<file path="config.mk">
export PLATFORM = sky130hd
export DESIGN_NAME = aobf_formatter
export DESIGN_NICKNAME = d
export VERILOG_FILES = /design/src/aobf_pkg.sv /design/src/aobf_formatter.sv
export SDC_FILE = /design/constraint.sdc
export NUM_CORES = 1
export LEC_CHECK = 0
export ABC_CLOCK_PERIOD_IN_PS = 4500
export BUFFER_PORTS_ARGS = -buffer_cell sky130_fd_sc_hd__buf_2
export CAP_MARGIN = 20
export CORE_ASPECT_RATIO = 1.1
export CORE_MARGIN = 1.5
export CORE_UTILIZATION = 45
export DETAILED_ROUTE_END_ITERATION = 7
export GPL_ROUTABILITY_DRIVEN = 0
export GPL_TIMING_DRIVEN = 1
export PLACE_DENSITY = 0.8
export SYNTH_ARGS = -nofsm -noshare
export SYNTH_HDL_FRONTEND = slang
export SYNTH_SLANG_ARGS = --single-unit
export TNS_END_PERCENT = 20
</file>
<file path="constraint.sdc">
create_clock -name clk -period 4.5 [get_ports clk]
set_clock_uncertainty 0.15 [all_clocks]
set_input_delay 0.225 -clock clk [delete_from_list [all_inputs] [get_ports clk]]
set_output_delay 0.225 -clock clk [all_outputs]
set_load 0.03 [all_outputs]
</file>
<file path="src/aobf_pkg.sv">
// Package for the converter output bus formatter: widths, register map,
// field positions, reset values and the sample carrier struct.
// Assumes a single 40 MHz system clock and an Avalon-MM slave register port.
package aobf_pkg;

  localparam int unsigned AOBF_CODE_W = 10;
  localparam int unsigned AOBF_CHANS = 2;
  localparam logic [AOBF_CODE_W-1:0] AOBF_CODE_MAX = 10'h3FF;
  localparam logic [AOBF_CODE_W-1:0] AOBF_CODE_MIN = 10'h000;

  // Avalon-MM register map, byte addresses
  localparam int unsigned AOBF_ADDR_W = 4;
  localparam logic [AOBF_ADDR_W-1:0] AOBF_CTRL_OFS = 4'h0;
  localparam logic [AOBF_ADDR_W-1:0] AOBF_STATUS_OFS = 4'h4;
  localparam logic [AOBF_ADDR_W-1:0] AOBF_COUNT_OFS = 4'h8;

  // Control register fields
  localparam int unsigned AOBF_CTRL_PD_A = 0;
  localparam int unsigned AOBF_CTRL_PD_B = 1;
  localparam logic [1:0] AOBF_CTRL_RESET = 2'h0;

  // Status register fields
  localparam int unsigned AOBF_ST_SINGLE = 0;
  localparam int unsigned AOBF_ST_PHASE90 = 1;
  localparam int unsigned AOBF_ST_PAIR = 2;
  localparam int unsigned AOBF_ST_RANGE_A = 3;
  localparam int unsigned AOBF_ST_RANGE_B = 4;
  localparam int unsigned AOBF_ST_FWD_A = 5;
  localparam int unsigned AOBF_ST_FWD_B = 6;

  localparam logic [31:0] AOBF_ZERO_WORD = 32'h0000_0000;
  localparam logic [31:0] AOBF_COUNT_STEP = 32'h0000_0001;

  // One converted sample as delivered by the converter core
  typedef struct packed {
    logic over_pos;
    logic over_neg;
    logic [AOBF_CODE_W-1:0] code;
  } aobf_sample_s;

endpackage

</file>
<file path="src/aobf_formatter.sv">
// Output bus formatter for a dual-channel 10-bit converter.
// Assumes the sampling clock arrives as a pin slower than clk, the core's
// samples are on clk and stable at each sampling-clock rising edge, and the
// mode pins are static straps.
//
// The address map and the Avalon-MM interface to the registers are this design's own decisions.

module aobf_formatter import aobf_pkg::*; (
  input wire logic clk,
  input wire logic rst,
  input wire logic sample_clk_pin,
  input wire logic bus_split_select,
  input wire logic edge_phase_select,
  input wire aobf_sample_s sample_chan_a,
  input wire aobf_sample_s sample_chan_b,
  input wire logic [AOBF_ADDR_W-1:0] avs_address,
  input wire logic avs_read,
  input wire logic avs_write,
  input wire logic [31:0] avs_writedata,
  input wire logic [3:0] avs_byteenable,
  output logic [31:0] avs_readdata,
  output logic avs_waitrequest,
  output logic fwd_clock_chan_a,
  output logic fwd_clock_chan_b,
  output logic range_flag_chan_a,
  output logic range_flag_chan_b,
  output logic [AOBF_CODE_W-1:0] late_word_chan_a,
  output logic [AOBF_CODE_W-1:0] late_word_chan_b,
  output logic [AOBF_CODE_W-1:0] early_word_chan_a,
  output logic [AOBF_CODE_W-1:0] early_word_chan_b,
  output logic early_oe_n_chan_a,
  output logic early_oe_n_chan_b
);

  function automatic logic [AOBF_CODE_W-1:0] sat_code(input aobf_sample_s s);
    if (s.over_pos) begin
      sat_code = AOBF_CODE_MAX;
    end else if (s.over_neg) begin
      sat_code = AOBF_CODE_MIN;
    end else begin
      sat_code = s.code;
    end
  endfunction

  function automatic logic out_of_range(input aobf_sample_s s);
    out_of_range = s.over_pos | s.over_neg;
  endfunction

  // Pin synchronisers: bit 0 sampling clock, bit 1 mode, bit 2 phase
  logic [2:0] sync1_r;
  logic [2:0] sync2_r;
  logic sclk_prev_r;

  // Only the second stage is read by logic, so a metastable first stage never fans out
  always_ff @(posedge clk or posedge rst) begin
    if (rst) begin
      sync1_r <= 3'h0;
      sync2_r <= 3'h0;
    end else begin
      sync1_r <= {edge_phase_select, bus_split_select, sample_clk_pin};
      sync2_r <= sync1_r;
    end
  end

  // Previous synchronised sampling clock, for rising-edge detection
  always_ff @(posedge clk or posedge rst) begin
    if (rst) begin
      sclk_prev_r <= 1'b0;
    end else begin
      sclk_prev_r <= sync2_r[0];
    end
  end

  logic strobe;
  logic single_mode;
  logic phase90;
  assign strobe = sync2_r[0] & ~sclk_prev_r;
  assign single_mode = sync2_r[1];
  assign phase90 = sync2_r[2] & ~sync2_r[1];

  aobf_sample_s smp [AOBF_CHANS];
  always_comb begin
    smp[0] = sample_chan_a;
    smp[1] = sample_chan_b;
  end

  // Control and bus slave
  logic [1:0] pd_r;
  logic wait_r;
  logic [31:0] rdata_r;
  logic [31:0] count_r;
  logic wr_take;
  logic [31:0] status_word;

  assign wr_take = avs_write & ~wait_r;

  // One wait cycle per access keeps readdata a plain register
  always_ff @(posedge clk or posedge rst) begin
    if (rst) begin
      wait_r <= 1'b1;
    end else begin
      wait_r <= ~((avs_read | avs_write) & wait_r);
    end
  end

  always_ff @(posedge clk or posedge rst) begin
    if (rst) begin
      pd_r <= AOBF_CTRL_RESET;
    end else if (wr_take && avs_address == AOBF_CTRL_OFS && avs_byteenable[0]) begin
      pd_r <= {avs_writedata[AOBF_CTRL_PD_B], avs_writedata[AOBF_CTRL_PD_A]};
    end
  end

  // Channel pipeline state, indexed by channel except the shared pair_r
  logic pair_r;
  logic [AOBF_CHANS-1:0] fwd_r;
  logic [AOBF_CHANS-1:0] flag_r;
  logic [AOBF_CHANS-1:0] oe_n_r;
  logic [AOBF_CODE_W-1:0] late_r [AOBF_CHANS];
  logic [AOBF_CODE_W-1:0] early_r [AOBF_CHANS];
  logic [AOBF_CODE_W-1:0] hold_r [AOBF_CHANS];

  always_comb begin
    status_word = AOBF_ZERO_WORD;
    status_word[AOBF_ST_SINGLE] = single_mode;
    status_word[AOBF_ST_PHASE90] = phase90;
    status_word[AOBF_ST_PAIR] = pair_r;
    status_word[AOBF_ST_RANGE_A] = flag_r[0];
    status_word[AOBF_ST_RANGE_B] = flag_r[1];
    status_word[AOBF_ST_FWD_A] = fwd_r[0];
    status_word[AOBF_ST_FWD_B] = fwd_r[1];
  end

  always_ff @(posedge clk or posedge rst) begin
    if (rst) begin
      rdata_r <= AOBF_ZERO_WORD;
    end else if (avs_read && wait_r) begin
      unique case (avs_address)
        AOBF_CTRL_OFS: begin
          rdata_r <= AOBF_ZERO_WORD;
          rdata_r[AOBF_CTRL_PD_A] <= pd_r[0];
          rdata_r[AOBF_CTRL_PD_B] <= pd_r[1];
        end
        AOBF_STATUS_OFS: begin
          rdata_r <= status_word;
        end
        AOBF_COUNT_OFS: begin
          rdata_r <= count_r;
        end
        default: begin
          rdata_r <= AOBF_ZERO_WORD;
        end
      endcase
    end
  end

  // Sampling-clock rising edges seen, free running
  always_ff @(posedge clk or posedge rst) begin
    if (rst) begin
      count_r <= AOBF_ZERO_WORD;
    end else if (strobe) begin
      count_r <= count_r + AOBF_COUNT_STEP;
    end
  end

  // Shared pair position keeps both channels in lockstep
  always_ff @(posedge clk or posedge rst) begin
    if (rst) begin
      pair_r <= 1'b0;
    end else if (single_mode) begin
      pair_r <= 1'b0;
    end else if (strobe) begin
      pair_r <= ~pair_r;
    end
  end

  // Launch strobe: every sample in single mode, the second of a pair in split mode.
  // Park strobe: the first of a pair in split mode, which only fills the holding word.
  logic launch;
  logic park;
  assign launch = strobe & (single_mode | pair_r);
  assign park = strobe & ~single_mode & ~pair_r;

  // Forwarded clock; both channels share strobe and pair, so they stay in phase unless one has been powered down
  always_ff @(posedge clk or posedge rst) begin
    if (rst) begin
      fwd_r <= '0;
    end else begin
      for (int i = 0; i < AOBF_CHANS; i++) begin
        if (pd_r[i]) begin
          // A powered-down channel restarts its clock from low, so its phase is lost
          fwd_r[i] <= 1'b0;
        end else if (strobe && single_mode) begin
          // One toggle per sample: half the sampling rate
          fwd_r[i] <= ~fwd_r[i];
        end else if (strobe && (pair_r ^ phase90)) begin
          // One toggle per pair: a quarter of the sampling rate
          fwd_r[i] <= ~fwd_r[i];
        end
      end
    end
  end

  // Range flag travels with the word that it describes
  always_ff @(posedge clk or posedge rst) begin
    if (rst) begin
      flag_r <= '0;
    end else begin
      for (int i = 0; i < AOBF_CHANS; i++) begin
        if (pd_r[i]) begin
          flag_r[i] <= 1'b0;
        end else if (launch) begin
          // Split mode flags the late word only; the early word carries no flag
          flag_r[i] <= out_of_range(smp[i]);
        end
      end
    end
  end

  // Primary bus
  always_ff @(posedge clk or posedge rst) begin
    if (rst) begin
      for (int i = 0; i < AOBF_CHANS; i++) begin
        late_r[i] <= AOBF_CODE_MIN;
      end
    end else begin
      for (int i = 0; i < AOBF_CHANS; i++) begin
        if (pd_r[i]) begin
          late_r[i] <= AOBF_CODE_MIN;
        end else if (strobe && single_mode) begin
          late_r[i] <= sat_code(smp[i]);
        end else if (launch) begin
          late_r[i] <= sat_code(smp[i]);
        end
      end
    end
  end

  // Holding word for the earlier sample of a pair; kept across power-down, since it is
  // overwritten before it is ever launched again
  always_ff @(posedge clk or posedge rst) begin
    if (rst) begin
      for (int i = 0; i < AOBF_CHANS; i++) begin
        hold_r[i] <= AOBF_CODE_MIN;
      end
    end else begin
      for (int i = 0; i < AOBF_CHANS; i++) begin
        if (park) begin
          hold_r[i] <= sat_code(smp[i]);
        end
      end
    end
  end

  // Secondary bus; reads zero whenever it is not driven
  always_ff @(posedge clk or posedge rst) begin
    if (rst) begin
      for (int i = 0; i < AOBF_CHANS; i++) begin
        early_r[i] <= AOBF_CODE_MIN;
      end
    end else begin
      for (int i = 0; i < AOBF_CHANS; i++) begin
        if (pd_r[i]) begin
          early_r[i] <= AOBF_CODE_MIN;
        end else if (strobe && single_mode) begin
          early_r[i] <= AOBF_CODE_MIN;
        end else if (launch) begin
          early_r[i] <= hold_r[i];
        end
      end
    end
  end

  // Secondary bus enable, low while driven; it turns on at the first split strobe
  always_ff @(posedge clk or posedge rst) begin
    if (rst) begin
      oe_n_r <= '1;
    end else begin
      for (int i = 0; i < AOBF_CHANS; i++) begin
        if (pd_r[i]) begin
          oe_n_r[i] <= 1'b1;
        end else if (strobe && single_mode) begin
          oe_n_r[i] <= 1'b1;
        end else if (strobe) begin
          oe_n_r[i] <= 1'b0;
        end
      end
    end
  end

  assign avs_readdata = rdata_r;
  assign avs_waitrequest = wait_r;
  assign fwd_clock_chan_a = fwd_r[0];
  assign fwd_clock_chan_b = fwd_r[1];
  assign range_flag_chan_a = flag_r[0];
  assign range_flag_chan_b = flag_r[1];
  assign late_word_chan_a = late_r[0];
  assign late_word_chan_b = late_r[1];
  assign early_word_chan_a = early_r[0];
  assign early_word_chan_b = early_r[1];
  assign early_oe_n_chan_a = oe_n_r[0];
  assign early_oe_n_chan_b = oe_n_r[1];

endmodule

</file>
==> metrics.csv <==
stage,metric,value,unit
run_status,status,"finished, final reports clean",
timing,fin. max-slew vios,0,
route,drt first pass iters,5,
synth,mapped cell area,5600,µm²
timing,RSZ-0062 raised after global routing,false,
pwr,total power,3.66,mW
synth,warnings from Yosys,0,
synth,synthesized flop and latch total,141,
pwr,P per Cell Area,517,nW/µm²
pwr,Pleak,3.35,nW
synth,largest cells by area after synthesis,"dfrtp_1, a22o_1, xnor2_1",
floorplan,Ports,150,
grt,largest net degree at the start of global routing,92,
timing,final worst-path cycle share,0.565,
worst_setup_path,FF-to-FF Start,sync2_r[1]$_DFF_PP0_,
synth,asr flop ratio synth,1.00,
worst_setup_path,Worst Reg-to-Reg Cells,4,
floorplan,die height,120,µm
worst_setup_path,nature of the critical path endpoint,register,
hold_path,HP Class,in2reg,
floorplan,Core Area,12100,µm²
layout,share of layout cells above drive strength 1,0.275,
clock_tree,Clock Latency Late Sink,0.41,ns
clock_tree,Worst-path clk slew,0.06,ns
route,DR iter-0 viols,175,
hold_path,worst hold start,sample_chan_a[7],
synth,unique cell type count in the Yosys netlist,41,
grt,antenna violations before repair,0,
place,DP HPWL,8440,µm
route,Detail Route Antenna Nets,0,
worst_setup_path,CP Data Required Time,4.64,ns
worst_setup_path,Setup CP Type,reg2reg,
synth,post-synth top area share,0.617,
clock_tree,total setup buffers inserted after CTS,0,
place,Area after DPL,6290,µm²
worst_setup_path,Worst Path Arrival,2.68,ns
layout,design area,7080,µm²
layout,area growth from synthesis to layout,26.4,%
grt,M3 GR Usage,0.0576,
clock_tree,Root Buffer,clkbuf_16,
grt,first-pass GRT wire length,20800,µm
place,pre-CTS WS,1.63,ns
synth,post-synth net total,541,
floorplan,DIE WIDTH,109,µm
timing,"Hold Vio Cnt, Final",0,
synth,number of synthesized flops with an enable pin,0,
grt,All-Layer GR Usage,0.206,
synth,Synth Instances,469,
layout,Reg area,3530,µm²
timing,min cycle time layout,2.54,ns
route,Residual DRC,0,
clock_tree,H-Tree Depth,4,
layout,Antenna diodes,0,
hold_path,WHS Endpoint,hold_r[17]$_DFFE_PP0P_,
grt,Congestion Overflow GR,0,
pwr,peak supply drop,0.000363,V
layout,Nets,674,
timing,Worst Max-Slew Pin Slew,1.06,ns
place,PortBufs,116,
timing,total negative slack,0,ns
timing,Final WS setup,1.96,ns
grt,gr busiest metal,met2,
floorplan,die area,13100,µm²
layout,Layout fillers,1017,
synth,Syn Area/Cell,11.9,µm²
layout,fin util,0.586,
route,WL final,12700,µm
layout,Multi-input gate area,1950,µm²
clock_tree,CTS tree,yes,
worst_setup_path,critical path peak fanout,44,
grt,met1 usage,0.251,
synth,"count leader, synth",dfrtp_1,
worst_setup_path,crit start category,register,
timing,Highest Clock Rate,393,MHz
synth,ys flop type,dfrtp_1,
timing,Slew headroom,0.288,
worst_setup_path,reg-to-reg endpoint,early_word_chan_a[5]$_DFFE_PP0P_,
synth,Yosys top cell by area,dfrtp_1,
floorplan,row cnt,42,
floorplan,Initial Util,0.463,
grt,met2 usage,0.346,
clock_tree,Max clock buf depth,2,
route,wire per inst,16.5,µm
timing,Setup Viol. Count Final,0,
clock_tree,"Hold-fix buffers, CTS",18,
synth,register area share after synthesis,0.631,
hold_path,Hold Path Cell Cnt,3,
grt,number of global-route vias before repair,4211,
clock_tree,TritonCTS Sinks,141,
route,routed vias/inst,5.39,
clock_tree,PostCTS Resize Cnt,0,
synth,"top cells by count, synth","dfrtp_1, nor2_1, a21oi_1, a22o_1, xnor2_1",
worst_setup_path,reg2reg setup slack,1.96,ns
flow_run,Max-Cap Viols,0,
clock_tree,total CTS buffers,17,
route,Vias,4136,
-- cell type report --
cell class / instances / area share
flip-flops and latches: 141 / 0.499
well taps: 154 / 0.0272
multi-input cells: 300 / 0.275
inverters: 4 / 0.00283
clock inverters: 13 / 0.0198
clock buffers: 18 / 0.0606
repair buffers: 138 / 0.115
-- worst max path at each step --
stage	from	end	slack, ns	depth (start not counted)
after floorplan	rst	avs_readdata[0]$_DFFE_PP0P_	0.35	1
after global placement	avs_waitrequest$_DFF_PP1_	avs_readdata[23]$_DFFE_PP0P_	1.78	3
after detailed placement	avs_waitrequest$_DFF_PP1_	avs_readdata[21]$_DFFE_PP0P_	1.63	3
after CTS	avs_waitrequest$_DFF_PP1_	avs_readdata[21]$_DFFE_PP0P_	1.62	3
after global routing	sync2_r[1]$_DFF_PP0_	early_word_chan_b[1]$_DFFE_PP0P_	1.73	4
final	sync2_r[1]$_DFF_PP0_	early_word_chan_a[5]$_DFFE_PP0P_	1.96	4
-- kinds of logic after synthesis --
kind of cell | share of synthesized area
xor gates and xnor gates | 0.0548
and+or+nand+nor | 0.131
AOI/OAI and AO/OA | 0.153
DFF | 0.631
buffers and inverters | 0.0226
muxes | 0.00581
adders and majority gates | 0.00223
-- flip-flops by register name, summed over array words and instances (netlist names) --
signal / cells
avs_readdata: 32
count_r: 32
hold_r: 20
early_word_chan_a: 10
early_word_chan_b: 10
late_word_chan_a: 10
late_word_chan_b: 10
sync1_r: 3
sync2_r: 3
flag_r: 2
fwd_r: 2
oe_n_r: 2
pd_r: 2
avs_waitrequest: 1
pair_r: 1
sclk_prev_r: 1
-- layout by cell type, fill, tap and decap left out, drive strengths merged, types with 2 or more instances in the layout --
| master | instances |
|---|---|
| inv | 5 |
| clkbuf | 18 |
| o21ai | 10 |
| a211oi | 20 |
| nand2 | 26 |
| nand3 | 17 |
| nand2b | 2 |
| nor4b | 3 |
| buf | 120 |
| nand4 | 6 |
| dfrtp | 138 |
| mux2 | 2 |
| nor2 | 56 |
| a22o | 45 |
| xor2 | 6 |
| nor3 | 7 |
| a22oi | 5 |
| nor4 | 3 |
| bufinv | 2 |
| dlygate4sd3 | 18 |
| nor2b | 2 |
| a21oi | 45 |
| xnor2 | 29 |
| clkinvlp | 4 |
| and4 | 4 |
| clkinv | 6 |
| dfstp | 3 |
| and3 | 6 |
-- per-layer routing --
layer / wire length (µm) / vias up
li1: - / 1941
met1: 5340 / 2064
met2: 6530 / 118
met3: 669 / 13
met4: 142 / 0
met5: 0 / -
-- worst max-delay path: stages, from the launching register on --
cell	delay, ns
dfrtp_1	0.56
nor2_1	0.19
nor2_4	0.77
nor2_1	0.41
a22o_1	0.34
-- where the power goes --
| part | total, mW | internal, mW | switching (mW) |
|---|---|---|---|
| clock | 1.35 | 0.815 | 0.539 |
| sequential | 1.60 | 1.45 | 0.150 |
| combinational | 0.706 | 0.237 | 0.469 |
-- stage by stage --
stage	hold WS [ns]	instances
after floorplan	0.106	469
after global placement	0.186	717
after detailed placement	0.186	717
after CTS	0.0000428	766
after global routing	0.0173	768
final	0.00484	768
Note: power is estimated with default switching activity, not from simulation.
